--- src/hw/pis_pkg.sv ---
// Package: register map, field layout and types for persistent irq sources
package pis_pkg;

    // ------------------------------------------------------------------
    // Register offsets (byte addresses, one word each)
    // ------------------------------------------------------------------
    localparam logic [7:0] ADDR_CTRL = 8'h00;
    localparam logic [7:0] ADDR_STATUS = 8'h04;
    localparam logic [7:0] ADDR_IRQ_EN = 8'h08;
    localparam logic [7:0] ADDR_IRQ_CLR = 8'h0c;
    localparam logic [7:0] ADDR_CAP_BUF = 8'h10;
    localparam logic [7:0] ADDR_SYNC_BUF = 8'h14;
    localparam logic [7:0] ADDR_ASYNC_RX = 8'h18;
    localparam logic [7:0] ADDR_ASYNC_TX = 8'h1c;
    localparam logic [7:0] ADDR_CONV_RES = 8'h20;
    localparam logic [7:0] ADDR_PAR_DATA = 8'h24;
    localparam logic [7:0] ADDR_LEVELS = 8'h28;

    // ------------------------------------------------------------------
    // Control register fields
    // ------------------------------------------------------------------
    localparam int CTRL_CAP_THR_LSB = 0;
    localparam int CTRL_SRX_SEL_LSB = 2;
    localparam int CTRL_STX_SEL_LSB = 4;
    localparam int CTRL_URX_SEL_LSB = 6;
    localparam int CTRL_UTX_SEL_LSB = 8;
    localparam int CTRL_ASYNC_EN_BIT = 10;
    localparam logic [10:0] CTRL_RESET = 11'h000;

    // Buffers are four deep; counts are three bits wide
    localparam int DEPTH = 4;
    localparam logic [2:0] CNT_MAX = 3'h4;
    localparam int NUM_SRC = 7;
    localparam logic [6:0] IRQ_EN_RESET = 7'h00;

    // Status / enable / clear bit positions
    localparam int IRQ_CAP = 0;
    localparam int IRQ_SRX = 1;
    localparam int IRQ_STX = 2;
    localparam int IRQ_URX = 3;
    localparam int IRQ_UTX = 4;
    localparam int IRQ_CONV = 5;
    localparam int IRQ_PAR = 6;

    typedef struct packed {
        logic [7:0] addr;
        logic [31:0] wdata;
        logic wr;
        logic rd;
    } pis_bus_req_t;

    // Hardware-side buffer events from the peripherals
    typedef struct packed {
        logic cap_push;
        logic srx_push;
        logic stx_pop;
        logic urx_push;
        logic utx_pop;
        logic conv_done;
        logic par_done;
    } pis_hw_evt_t;

endpackage : pis_pkg

--- src/hw/pis_irq_sources.sv ---
// Persistent level interrupt sources with sticky pending flags
`timescale 1ns/1ps
module pis_irq_sources (
    input wire logic i_ref_clk,
    input wire logic i_rst,
    input wire pis_pkg::pis_bus_req_t i_bus,
    output logic [31:0] o_rdata,
    input wire pis_pkg::pis_hw_evt_t i_evt,
    input wire logic [2:0] i_conv_samples,
    output logic o_irq
);

    // ------------------------------------------------------------------
    // Register access decode
    // ------------------------------------------------------------------
    logic wr_ctrl, wr_en, wr_clr;
    logic rd_cap, acc_sync, rd_urx, wr_utx, rd_conv, rd_par;
    assign wr_ctrl = i_bus.wr && i_bus.addr == pis_pkg::ADDR_CTRL;
    assign wr_en = i_bus.wr && i_bus.addr == pis_pkg::ADDR_IRQ_EN;
    assign wr_clr = i_bus.wr && i_bus.addr == pis_pkg::ADDR_IRQ_CLR;
    assign rd_cap = i_bus.rd && i_bus.addr == pis_pkg::ADDR_CAP_BUF;
    assign acc_sync = (i_bus.rd || i_bus.wr)
        && i_bus.addr == pis_pkg::ADDR_SYNC_BUF;
    assign rd_urx = i_bus.rd && i_bus.addr == pis_pkg::ADDR_ASYNC_RX;
    assign wr_utx = i_bus.wr && i_bus.addr == pis_pkg::ADDR_ASYNC_TX;
    assign rd_conv = i_bus.rd && i_bus.addr == pis_pkg::ADDR_CONV_RES;
    assign rd_par = i_bus.rd && i_bus.addr == pis_pkg::ADDR_PAR_DATA;

    logic [10:0] ctrl_q;
    logic [6:0] en_q;
    logic [6:0] pend_q;

    always_ff @(posedge i_ref_clk) begin
        if (i_rst) begin
            ctrl_q <= pis_pkg::CTRL_RESET;
        end else if (wr_ctrl) begin
            ctrl_q <= i_bus.wdata[10:0];
        end
    end

    always_ff @(posedge i_ref_clk) begin
        if (i_rst) begin
            en_q <= pis_pkg::IRQ_EN_RESET;
        end else if (wr_en) begin
            en_q <= i_bus.wdata[6:0];
        end
    end

    logic [1:0] cap_thr, srx_sel, stx_sel, urx_sel, utx_sel;
    logic async_en;
    assign cap_thr = ctrl_q[pis_pkg::CTRL_CAP_THR_LSB +: 2];
    assign srx_sel = ctrl_q[pis_pkg::CTRL_SRX_SEL_LSB +: 2];
    assign stx_sel = ctrl_q[pis_pkg::CTRL_STX_SEL_LSB +: 2];
    assign urx_sel = ctrl_q[pis_pkg::CTRL_URX_SEL_LSB +: 2];
    assign utx_sel = ctrl_q[pis_pkg::CTRL_UTX_SEL_LSB +: 2];
    assign async_en = ctrl_q[pis_pkg::CTRL_ASYNC_EN_BIT];

    // ------------------------------------------------------------------
    // Buffer fill counters
    // ------------------------------------------------------------------
    // Saturating up/down counter; inc and dec in one cycle cancel
    function automatic logic [2:0] step(input logic [2:0] c,
                                        input logic inc,
                                        input logic dec);
        logic [2:0] n;
        n = c;
        if (inc && !dec && c != pis_pkg::CNT_MAX) begin
            n = c + 3'h1;
        end else if (dec && !inc && c != 3'h0) begin
            n = c - 3'h1;
        end
        return n;
    endfunction : step

    logic [2:0] cap_cnt_q, srx_cnt_q, stx_cnt_q, urx_cnt_q, utx_cnt_q;
    logic [2:0] conv_cnt_q;
    logic par_q;

    always_ff @(posedge i_ref_clk) begin
        if (i_rst) begin
            cap_cnt_q <= 3'h0;
        end else begin
            cap_cnt_q <= step(cap_cnt_q, i_evt.cap_push, rd_cap);
        end
    end

    // A sync buffer read drains rx, a write fills tx
    always_ff @(posedge i_ref_clk) begin
        if (i_rst) begin
            srx_cnt_q <= 3'h0;
            stx_cnt_q <= 3'h0;
        end else begin
            srx_cnt_q <= step(srx_cnt_q, i_evt.srx_push,
                              acc_sync && i_bus.rd);
            stx_cnt_q <= step(stx_cnt_q, acc_sync && i_bus.wr,
                              i_evt.stx_pop);
        end
    end

    always_ff @(posedge i_ref_clk) begin
        if (i_rst) begin
            urx_cnt_q <= 3'h0;
            utx_cnt_q <= 3'h0;
        end else begin
            urx_cnt_q <= step(urx_cnt_q, i_evt.urx_push, rd_urx);
            utx_cnt_q <= step(utx_cnt_q, wr_utx, i_evt.utx_pop);
        end
    end

    // Converter reloads the full sample count on each completed sequence
    always_ff @(posedge i_ref_clk) begin
        if (i_rst) begin
            conv_cnt_q <= 3'h0;
        end else if (i_evt.conv_done) begin
            conv_cnt_q <= i_conv_samples;
        end else if (rd_conv && conv_cnt_q != 3'h0) begin
            conv_cnt_q <= conv_cnt_q - 3'h1;
        end
    end

    always_ff @(posedge i_ref_clk) begin
        if (i_rst) begin
            par_q <= 1'b0;
        end else if (i_evt.par_done) begin
            par_q <= 1'b1;
        end else if (rd_par) begin
            par_q <= 1'b0;
        end
    end

    // ------------------------------------------------------------------
    // Source conditions
    // ------------------------------------------------------------------
    // Threshold select: level = sel + 1 for receive-like buffers
    function automatic logic rx_cond(input logic [2:0] c,
                                     input logic [1:0] sel);
        return c >= ({1'b0, sel} + 3'h1);
    endfunction : rx_cond

    // Transmit: source while free space reaches sel + 1 entries
    function automatic logic tx_cond(input logic [2:0] c,
                                     input logic [1:0] sel);
        return (pis_pkg::CNT_MAX - c) >= ({1'b0, sel} + 3'h1);
    endfunction : tx_cond

    logic [6:0] src;
    always_comb begin
        src = '0;
        src[pis_pkg::IRQ_CAP] = rx_cond(cap_cnt_q, cap_thr);
        src[pis_pkg::IRQ_SRX] = rx_cond(srx_cnt_q, srx_sel);
        src[pis_pkg::IRQ_STX] = tx_cond(stx_cnt_q, stx_sel);
        src[pis_pkg::IRQ_URX] = async_en && rx_cond(urx_cnt_q, urx_sel);
        // Empty tx buffer meets the condition as soon as enabled
        src[pis_pkg::IRQ_UTX] = async_en && tx_cond(utx_cnt_q, utx_sel);
        src[pis_pkg::IRQ_CONV] = conv_cnt_q != 3'h0;
        src[pis_pkg::IRQ_PAR] = par_q;
    end

    // ------------------------------------------------------------------
    // Pending flags
    // ------------------------------------------------------------------
    logic [6:0] clr_mask;
    assign clr_mask = {7{wr_clr}} & i_bus.wdata[6:0];

    // Source wins over a clear, so a live condition cannot be cleared
    always_ff @(posedge i_ref_clk) begin
        if (i_rst) begin
            pend_q <= '0;
        end else begin
            pend_q <= src | (pend_q & ~clr_mask);
        end
    end

    assign o_irq = |(pend_q & en_q);

    // ------------------------------------------------------------------
    // Read data
    // ------------------------------------------------------------------
    always_ff @(posedge i_ref_clk) begin
        if (i_rst) begin
            o_rdata <= '0;
        end else if (i_bus.rd) begin
            unique case (i_bus.addr)
                pis_pkg::ADDR_CTRL: o_rdata <= {21'h0, ctrl_q};
                pis_pkg::ADDR_STATUS: o_rdata <= {25'h0, pend_q};
                pis_pkg::ADDR_IRQ_EN: o_rdata <= {25'h0, en_q};
                pis_pkg::ADDR_LEVELS: o_rdata <= {14'h0, conv_cnt_q,
                    utx_cnt_q, urx_cnt_q, stx_cnt_q, srx_cnt_q, cap_cnt_q};
                default: o_rdata <= 32'h0;
            endcase
        end else begin
            o_rdata <= 32'h0;
        end
    end

    // ------------------------------------------------------------------
    // Checks: pending flags
    // ------------------------------------------------------------------
    // Flags follow live sources; a clear lands only once the source is gone
    for (genvar b = 0; b < pis_pkg::NUM_SRC; b = b + 1) begin : g_flag_chk

    end
endmodule : pis_irq_sources

--- config.mk ---
export PLATFORM = sky130hd
export DESIGN_NAME = pis_irq_sources
export DESIGN_NICKNAME = d
export VERILOG_FILES = /design/src/hw/pis_pkg.sv /design/src/hw/pis_irq_sources.sv
export SDC_FILE = /design/constraint.sdc
export NUM_CORES = 1
export LEC_CHECK = 0
export ABC_AREA = 1
export ABC_CLOCK_PERIOD_IN_PS = 2200
export BUFFER_PORTS_ARGS = -buffer_cell sky130_fd_sc_hd__buf_2
export CORE_MARGIN = 5
export CORE_UTILIZATION = 30
export CTS_BUF_LIST = sky130_fd_sc_hd__clkbuf_8
export CTS_CLUSTER_SIZE = 12
export DETAILED_ROUTE_END_ITERATION = 16
export PLACE_DENSITY = 0.55
export SETUP_SLACK_MARGIN = 0.15
export SLEW_MARGIN = 20
export SYNTH_ARGS = -nofsm -noshare
export SYNTH_HDL_FRONTEND = slang
export SYNTH_SLANG_ARGS = --single-unit
--- constraint.sdc ---
create_clock -name i_ref_clk -period 2.2 [get_ports i_ref_clk]
set_clock_uncertainty 0.1 [all_clocks]
set_input_delay 0.44 -clock i_ref_clk [delete_from_list [all_inputs] [get_ports i_ref_clk]]
set_output_delay 0.44 -clock i_ref_clk [all_outputs]
set_load 0.005 [all_outputs]
==> flow_metrics.env, run 1 <==
export IMPL_ioPinCount=87
export IMPL_setup_slack_ns=0.2901
export IMPL_num_vias=3300
export IMPL_crit_type="reg -> reg"
export IMPL_cp_max_fo=4
export IMPL_antenna_found_initial=0
export IMPL_rsz0062_at_grt="yes"
export IMPL_final_area_sq_mm=0.004297
export IMPL_final_common_cell="inv_1"
export IMPL_start_kind="register"
export IMPL_drive_gt1_share_pct=21.28
export IMPL_h_tree_depth=3
export IMPL_drv_slew=0
export IMPL_drc=0
export IMPL_die_height_microns=120.5
export IMPL_grt_pass1_vias=3192
export IMPL_hp_class="in -> reg"
export IMPL_cts_hold_buf=0
export IMPL_yosys_register_bits=62
export IMPL_antenna_cells=0
export IMPL_track_usage_pct=13.78
export IMPL_die_w_microns=120.5
export IMPL_syn_inst=494
export IMPL_port_buffers=51
export IMPL_final_cell_mix="inv_1 (77), nand2_1 (71), nor2_1 (57), dfxtp_1 (57), buf_2 (51)"
export IMPL_powerDensity_mw_per_mm2=729.2
export IMPL_start_util_pct=30.52
export IMPL_p_leak_nw=2.014
export IMPL_clock_latency_ns=0.35
export IMPL_area_delta_synth_final_pct=17.20
export IMPL_syn_area_sq_mm=0.003666
export IMPL_utilization_pct=35.77
export IMPL_peakVddDrop_v=0.0002632
export IMPL_grt_pass1_wl_mm=15.62
export IMPL_fin_nets=646
export IMPL_finalWirelength_mm=9.642
export IMPL_end_kind="register"
export IMPL_dr_pass1_iters=4
export IMPL_yosys_warnings=0
export IMPL_drt_iter0_markers=190
export IMPL_clock_sinks=62
export IMPL_globalRouteOverflowTotal=0
export IMPL_drtAntennaViolNets=0
export IMPL_clk_path_buf_depth=2
export IMPL_numCtsBuffers=9
export IMPL_drv_cap=0
export IMPL_hold_depth=3
export IMPL_timing_fmax_mhz=523.6
export IMPL_setup_viol=0
export IMPL_hold_viol=0
export IMPL_clk_pin_slew_ns=0.07
export IMPL_grt_max_degree=32
export IMPL_wl_per_cell_microns=13.56
export IMPL_core_area_sq_mm=0.01201
export IMPL_root_buffer="clkbuf_8"
export IMPL_yosysSeqAreaShare_pct=33.86
export IMPL_gp_congestion=0.8697
export IMPL_tns_ns=0
export IMPL_cp_required_ns=2.35
export IMPL_viasPerCell=4.641
export IMPL_die_area_sq_mm=0.01453
export IMPL_fin_crit_ns=1.910
export IMPL_rr_worst_depth=10
export IMPL_syn_area_per_cell_sq_um=7.421
export IMPL_status="completed"
export IMPL_nFillCells=1308
export IMPL_place_area_sq_mm=0.004070
export IMPL_cp_arrival_ns=2.06
export IMPL_cts_tree="done"
export IMPL_hpwlAfterDp_mm=7.483
export IMPL_synth_cell_type_count=34
export IMPL_pre_cts_ws_ns=0.01079
export IMPL_final_period_utilization_pct=86.81
export IMPL_rows=40
==> synthesized netlist by cell type <==
| cell | instances | share of area, % |
|---|---|---|
| or2_2 | 1 | 0.17 |
| inv_2 | 4 | 0.41 |
| nor3_4 | 1 | 0.44 |
| nand4_1 | 1 | 0.17 |
| conb_1 | 1 | 0.10 |
| dfxtp_1 | 62 | 34 |
| nand2_2 | 1 | 0.17 |
| nor2_2 | 1 | 0.17 |
| nand3_2 | 3 | 0.82 |
| nand2_4 | 2 | 0.61 |
| clkbuf_1 | 5 | 0.51 |
| o21ai_0 | 37 | 5.1 |
| buf_4 | 15 | 3.1 |
| inv_1 | 77 | 7.9 |
| a31oi_1 | 6 | 1.0 |
| nand2_1 | 71 | 7.3 |
| buf_12 | 1 | 0.55 |
| a21oi_1 | 38 | 5.2 |
| nand3_1 | 39 | 5.3 |
| fa_1 | 5 | 2.7 |
| a21oi_2 | 3 | 0.72 |
| a221oi_1 | 1 | 0.24 |
| inv_4 | 1 | 0.17 |
| o21ai_1 | 5 | 0.68 |
| ha_1 | 28 | 9.6 |
| nor2_1 | 58 | 5.9 |
| nor2_8 | 2 | 1.1 |
| a21boi_0 | 4 | 0.82 |
| nor3_1 | 7 | 0.96 |
| buf_6 | 2 | 0.61 |
| nor2_4 | 3 | 0.92 |
| nand3_4 | 3 | 1.4 |
| clkinv_2 | 1 | 0.14 |
| o21ai_2 | 5 | 1.2 |
==> layer usage <==
| layer | vias up | part of all wire (%) | wire length [microns] | track usage (%) |
|---|---|---|---|---|
| met5 | - | 0 | 0 | 0 |
| met4 | 0 | 1.9 | 179 | 4.674 |
| met3 | 14 | 5.9 | 569 | 3.929 |
| met2 | 88 | 48 | 4631 | 22.53 |
| met1 | 1499 | 44 | 4262 | 17.43 |
| li1 | 1699 | - | - | - |
==> final cells by class <==
class	count	area, sq um	share of cell area [%]
multi-input combinational	339	1997	46.48
timing repair buffer	64	352.8	8.212
tap	147	183.9	4.281
inverter	83	315.3	7.338
clock buffer	11	151.4	3.524
clock inverter	5	48.80	1.136
sequential	62	1247	29.03
==> worst max-delay path, stage by stage (launching register included) <==
cell and delay, ns:
dfxtp_2 0.37, inv_2 0.07, ha_1 0.21, ha_1 0.19, nor2_2 0.10, nand3_2 0.12, fa_2 0.37, inv_1 0.06
nand2_1 0.06, a21oi_1 0.12, nor2_1 0.05
==> path summary, 6_finish.rpt <==
kind	from	endpoint	slack [ns]
worst min register to register	par_q	pend_q[6]	0.37
worst max-delay path	utx_cnt_q[0]	utx_cnt_q[2]	0.29
worst min-delay path	i_evt[0]	par_q	0.21
worst max register to register	utx_cnt_q[0]	utx_cnt_q[2]	0.29
==> where the power goes <==
| group | switching [mW] | internal [mW] | leakage (nW) |
|---|---|---|---|
| clock | 0.457 | 0.575 | 0.110 |
| sequential | 0.100 | 1.22 | 0.507 |
| combinational | 0.455 | 0.329 | 1.40 |
==> state kept, by name, summed over array words and instances (netlist names), 7 cells and up <==
register	count
ctrl_q	11
en_q	7
o_rdata	18
pend_q	7
==> cells by family (layout without fill, tap and decap cells) <==
logic type               count (synthesis)  in the layout  synth area share [%]
other                                    1             14                0.1023
flip-flops                              62             62                 33.86
AO/OA/AOI/OAI                           99             99                 14.91
buffers and inverters                  106            163                 13.34
adder cells (fa/ha/maj)                 33             33                 12.29
AND/OR/NAND/NOR                        193            193                 25.50
==> through the flow <==
stage	std cells	hold WS, ns	power, mW
6_report	711	0.2106	3.133
5_1_grt	711	0.2276	3.391
4_1_cts	710	0.2021	3.156
3_5_place_dp	694	0.3582	2.109
3_3_place_gp	694	0.3442	2.071
2_1_floorplan	507	0.3300	1.893
==> what timing repair did <==
item,4_1_cts,5_1_grt
setup endpoints to repair,2,6
hold endpoints to repair,0,0
buffers inserted,0,1
pin swaps,0,1
resized for setup,2,9
No activity file was read; power rests on OpenSTA's default activity.
==> run 2: changes to the inputs <==
--- a/config.mk
+++ b/config.mk
@@ -5,7 +5,6 @@
 export SDC_FILE = /design/constraint.sdc
 export NUM_CORES = 1
 export LEC_CHECK = 0
-export ABC_AREA = 1
 export ABC_CLOCK_PERIOD_IN_PS = 2200
 export BUFFER_PORTS_ARGS = -buffer_cell sky130_fd_sc_hd__buf_2
 export CORE_MARGIN = 5
@@ -15,7 +14,6 @@
 export DETAILED_ROUTE_END_ITERATION = 16
 export PLACE_DENSITY = 0.55
 export SETUP_SLACK_MARGIN = 0.15
-export SLEW_MARGIN = 20
 export SYNTH_ARGS = -nofsm -noshare
 export SYNTH_HDL_FRONTEND = slang
 export SYNTH_SLANG_ARGS = --single-unit
==> run 2 against run 1 <==
Design area increased by 9.0%. Global-route usage decreased by 0.46 points. Die area decreased by 2.0%. Cell count decreased by 8.9%. Sequential cell count unchanged. Worst hold slack improved by 0.014 ns. Critical path depth unchanged. Setup slack got worse by 0.18 ns. Wire length decreased by 3.9%. Register-to-register slack got worse by 0.13 ns. Sequential share of layout area decreased by 2.3 points. Critical endpoint is now srx_cnt_q[2]. Highest routed layer unchanged.
==> flow_metrics.env, run 2 <==
export IMPL_status="completed"
export IMPL_drc=0
export IMPL_antenna_cells=0
export IMPL_drt_iter0_markers=125
export IMPL_dr_pass1_iters=4
export IMPL_rr_worst_depth=7
export IMPL_p_leak_nw=2.153
export IMPL_cp_max_fo=5
export IMPL_die_height_microns=119.4
export IMPL_clk_pin_slew_ns=0.07
export IMPL_drtAntennaViolNets=0
export IMPL_die_area_sq_mm=0.01424
export IMPL_yosys_warnings=0
export IMPL_cp_arrival_ns=2.28
export IMPL_rows=40
export IMPL_startpoint="i_bus[34]"
export IMPL_core_area_sq_mm=0.01186
export IMPL_track_usage_pct=13.32
export IMPL_start_util_pct=30.24
export IMPL_multi_input_area_sq_mm=0.002170
export IMPL_clock_sinks=62
export IMPL_start_kind="input pin"
export IMPL_fin_nets=583
export IMPL_clk_path_buf_depth=2
export IMPL_regArea_sq_mm=0.001254
export IMPL_ioPinCount=87
export IMPL_hpwlAfterDp_mm=7.213
export IMPL_antenna_found_initial=0
export IMPL_synth_edff_count=0
export IMPL_num_vias=3054
export IMPL_timing_rr_end="srx_cnt_q[2]"
export IMPL_globalRouteOverflowTotal=0
export IMPL_viasPerCell=4.713
export IMPL_pre_cts_ws_ns=-0.2413
export IMPL_h_tree_depth=3
export IMPL_end_kind="register"
export IMPL_yosysSeqAreaShare_pct=34.60
export IMPL_synth_cell_type_count=55
export IMPL_hp_class="in -> reg"
export IMPL_endpoint="srx_cnt_q[2]"
export IMPL_clock_latency_ns=0.36
export IMPL_synth_ff_type="dfxtp_1"
export IMPL_drive_gt1_share_pct=32.53
export IMPL_hold_viol=0
export IMPL_setup_slack_ns=0.1151
export IMPL_syn_inst=389
export IMPL_fin_crit_ns=2.085
export IMPL_rrSetupSlack_ns=0.16
export IMPL_gp_congestion=0.7759
export IMPL_yosysTopAreaCellShare_pct=34.60
export IMPL_r2r_start="srx_cnt_q[0]"
export IMPL_timing_fmax_mhz=479.6
export IMPL_yosys_register_bits=62
export IMPL_crit_type="in -> reg"
export IMPL_port_buffers=51
export IMPL_reg_largest_list="o_rdata x18, ctrl_q x11"
export IMPL_drv_slew=0
export IMPL_syn_area_sq_mm=0.003587
export IMPL_final_period_utilization_pct=94.77
export IMPL_finalWirelength_mm=9.268
export IMPL_cts_tree="done"
export IMPL_ys_top_cells_by_count="dfxtp_1 (62), nor2_1 (55), mux2i_1 (39)"
export IMPL_grt_max_degree=27
export IMPL_wl_per_cell_microns=14.30
export IMPL_rsz0062_at_grt="yes"
export IMPL_synth_top_cell_by_area="dfxtp_1"
export IMPL_grt_pass1_wl_mm=14.92
export IMPL_grt_pass1_vias=3032
export IMPL_hold_ws_ns=0.2250
export IMPL_powerDensity_mw_per_mm2=712.2
export IMPL_nFillCells=1189
export IMPL_peakVddDrop_v=0.0002818
export IMPL_drv_cap=0
export IMPL_final_common_cell="buf_4"
export IMPL_power_total_mw=3.336
export IMPL_syn_area_per_cell_sq_um=9.222
export IMPL_largest_reg_flops=18
export IMPL_root_buffer="clkbuf_8"
export IMPL_synth_area_leaders="dfxtp_1 (35%), mux2i_1 (11%), ha_1 (9.8%)"
export IMPL_regMostFlops="o_rdata"
export IMPL_area_delta_synth_final_pct=30.59
export IMPL_numCtsBuffers=9
export IMPL_async_reset_ff_share_pct=0
export IMPL_die_w_microns=119.4
export IMPL_post_synth_top_count_cell="dfxtp_1"
export IMPL_setup_viol=0
export IMPL_final_cell_mix="buf_4 (58), dfxtp_1 (54), nor2_1 (53)"
export IMPL_cp_required_ns=2.39
==> run 2: cell count changes after synthesis, moves of 8 or more <==
cell | before | now
nand2_1 | 71 | 19
nor4_1 | 0 | 8
inv_1 | 77 | 33
o21ai_0 | 37 | 2
mux2i_1 | 0 | 39
a21oi_1 | 38 | 11
xnor2_1 | 0 | 8
nand3_1 | 39 | 9
==> run 2: per-stage QoR <==
step                      util, %  setup TNS [ns]  cell area, sq um  instances
after detailed placement    36.29          -1.304              4304        621
after global routing        39.49               0              4684        648
after floorplan                 -         -0.1306              3681        402
final                       39.49               0              4684        648
after CTS                   38.14               0              4524        638
after global placement      36.29          -1.069              4304        621
==> run 2: worst min path at each step <==
| stage | end | depth (start not counted) | start |
|---|---|---|---|
| after floorplan | pend_q[6] | 2 | par_q |
| after global placement | pend_q[6] | 2 | par_q |
| after detailed placement | pend_q[6] | 2 | par_q |
| after CTS | ctrl_q[8] | 3 | i_bus[10] |
| after global routing | conv_cnt_q[0] | 3 | i_conv_samples[0] |
| final | ctrl_q[8] | 3 | i_bus[10] |
==> run 2: where the power goes <==
part / total [mW] / internal [mW] / leakage (nW) / switching (mW)
clock: 1.04 / 0.575 / 0.110 / 0.460
combinational: 1.01 / 0.525 / 1.54 / 0.485
sequential: 1.29 / 1.22 / 0.508 / 0.0724
total: 3.34 / 2.32 / 2.15 / 1.02
==> run 2: critical path: stages <==
cell and delay, ns:
buf_4 0.12, buf_6 0.11, nor4b_4 0.06, buf_12 0.13, nand3_4 0.09, nand2_2 0.07
fa_2 0.41, or4_1 0.53, a21o_1 0.20, a21oi_2 0.11
==> run 2: kinds of logic after synthesis <==
group | after synthesis | share of synthesized area [%]
other cells | 1 | 0.1045
buf+inv | 61 | 8.057
mux | 40 | 11.20
xor+xnor | 9 | 2.198
compound gates | 49 | 10.74
simple gates | 134 | 20.54
flops | 62 | 34.60
fa+ha+maj | 33 | 12.56
==> run 2: layout make-up <==
type,instances,share of cell area [%]
clock inverters,5,1.042
well taps,147,3.926
clock buffers,11,3.232
multi-input cells,279,46.31
inverters,33,2.644
flip-flops and latches,62,26.76
repair buffers,111,16.08
==> run 2: layer usage <==
layer	vias up	GRT usage, %	routed length [microns]
met5	-	0	0
met4	0	4.581	129
met3	10	3.704	452
met2	55	22.43	4579
met1	1444	16.31	4105
li1	1545	-	-
==> run 2: repair_timing <==
item                       CTS  global route
hold buffers                 0             0
buffers inserted             1            10
pin swaps                    2            15
resized for setup            5            26
setup endpoints to repair    3             8
==> run 3: changes to the inputs <==
==> constraint.sdc (replaced) <==
create_clock -name i_ref_clk -period 2.2 [get_ports i_ref_clk]
set_clock_uncertainty 0.1 [all_clocks]
set_input_delay 0.22 -clock i_ref_clk [delete_from_list [all_inputs] [get_ports i_ref_clk]]
set_output_delay 0.22 -clock i_ref_clk [all_outputs]
set_load 0.005 [all_outputs]
==> run 3 against run 2 <==
Combinational power is essentially flat. Clock-buffer cell count is the same. Sequential power is essentially flat. Clock power grew 9%. Die area is the same. Register-to-register slack gained 0.04 ns. Critical path type is now reg -> reg.
==> flow_metrics.env, run 3 (synthesized netlist as in run 2, its figures left out) <==
export IMPL_p_leak_nw=2.071
export IMPL_cpMaxStageDelayCell="fa_2"
export IMPL_clock_latency_ns=0.35
export IMPL_timing_fmax_mhz=501.0
export IMPL_globalRouteOverflowTotal=0
export IMPL_cp_max_fo=2
export IMPL_num_vias=3072
export IMPL_status="completed"
export IMPL_clk_path_buf_depth=2
export IMPL_drive_gt1_share_pct=30.79
export IMPL_antenna_found_initial=0
export IMPL_utilization_pct=38.46
export IMPL_end_kind="register"
export IMPL_ioPinCount=87
export IMPL_grt_max_degree=32
export IMPL_setup_slack_ns=0.2041
export IMPL_path_cells="inv_2 > ha_2 > ha_1 > nor2_2 > nand4_1 > fa_2 > mux2i_1 > xnor2_1 > nor2_1"
export IMPL_cts_tree="done"
export IMPL_rsz0062_at_grt="yes"
export IMPL_pre_cts_ws_ns=-0.05440
export IMPL_largest_reg_flops=18
export IMPL_clk_pin_slew_ns=0.07
export IMPL_powerDensity_mw_per_mm2=756.1
export IMPL_die_area_sq_mm=0.01424
export IMPL_grt_pass1_vias=3211
export IMPL_final_period_utilization_pct=90.72
export IMPL_rows=40
export IMPL_crit_type="reg -> reg"
export IMPL_grt_pass1_wl_mm=15.21
export IMPL_viasPerCell=4.868
export IMPL_antenna_cells=0
export IMPL_drc=0
export IMPL_drtAntennaViolNets=0
export IMPL_reg_largest_list="o_rdata x18, ctrl_q x11"
export IMPL_final_area_sq_mm=0.004562
export IMPL_final_cell_mix="dfxtp_1 (54), nor2_1 (52), buf_2 (51)"
export IMPL_wl_per_cell_microns=14.53
export IMPL_hp_class="in -> reg"
export IMPL_dr_pass1_iters=4
export IMPL_die_height_microns=119.4
export IMPL_cp_required_ns=2.32
export IMPL_core_area_sq_mm=0.01186
export IMPL_hold_viol=0
export IMPL_place_area_sq_mm=0.004220
export IMPL_finalWirelength_mm=9.169
export IMPL_fin_crit_ns=1.996
export IMPL_drv_slew=0
export IMPL_hpwlAfterDp_mm=7.216
export IMPL_h_tree_depth=3
export IMPL_setup_viol=0
export IMPL_die_w_microns=119.4
export IMPL_clock_sinks=62
export IMPL_hold_ws_ns=0.01540
export IMPL_numCtsBuffers=9
export IMPL_cp_arrival_ns=2.12
export IMPL_gp_congestion=0.7654
export IMPL_area_delta_synth_final_pct=27.17
export IMPL_final_common_cell="dfxtp_1"
export IMPL_regMostFlops="o_rdata"
export IMPL_root_buffer="clkbuf_8"
export IMPL_port_buffers=51
export IMPL_drt_iter0_markers=116
export IMPL_fin_nets=567
export IMPL_slowest_delay_ns=0.41
export IMPL_drv_cap=0
export IMPL_start_kind="register"
export IMPL_peakVddDrop_v=0.0002723
export IMPL_start_util_pct=30.24
export IMPL_track_usage_pct=13.27
-- run 3: cell count changes in the layout (fill, tap and decap cells not counted), sizes merged --
cell	delta
buf	-17
bufinv	+1
clkinv	-1
dlygate4sd3	+1
inv	-1
-- run 3: power breakdown --
part	leakage, nW	switching (mW)	internal (mW)
Combinational	1.45	0.500	0.523
Clock	0.115	0.440	0.689
Sequential	0.507	0.0782	1.22
-- run 3: worst max-delay path: cells and delay by family, from the launching register on --
kind                       cells  cell delay [ns]
xor gates and xnor gates       1             0.14
buffers and inverters          1             0.04
DFF                            1             0.33
muxes                          1             0.19
adders and majority gates      3             0.76
and+or+nand+nor                3             0.32
-- run 3: repair_timing --
action,CTS,global route
pin swaps,1,16
hold endpoints to repair,1,0
hold buffers,1,0
setup buffers,2,2
resized for setup,6,19
endpoints found under the setup margin,2,6
gates cloned,0,0
-- run 3: per-stage QoR --
| stage | cells | TNS (ns) | power (mW) |
|---|---|---|---|
| floorplan | 402 | 0 | 1.941 |
| global placement | 611 | 0 | 2.191 |
| detailed placement | 611 | -0.1041 | 2.239 |
| CTS | 629 | 0 | 3.415 |
| global route | 631 | 0 | 3.701 |
| finish | 631 | 0 | 3.449 |
-- run 3: final timing paths --
check | start | end | slack (ns) | depth (start not counted)
worst max-delay path | stx_cnt_q[0] | stx_cnt_q[2] | 0.20 | 9
worst min-delay path | i_bus[11] | ctrl_q[9] | 0.02 | 3
worst max register to register | stx_cnt_q[0] | stx_cnt_q[2] | 0.20 | 9
worst min register to register | pend_q[4] | pend_q[4] | 0.38 | 2
-- run 3: final cells by class --
cell class	count	area (sq um)
timing repair buffer	95	588.1
clock buffer	11	151.4
fill	1208	7300
sequential	62	1251
clock inverter	4	70.07
inverter	33	123.9
multi-input combinational	279	2193
tap	147	183.9
-- run 3: per-layer routing --
layer	vias up	part of all wire, %	GRT usage [%]
met5	-	0	0
met4	0	1.5	4.510
met3	9	4.8	2.802
met2	66	52	24.23
met1	1488	42	15.26
li1	1509	-	-
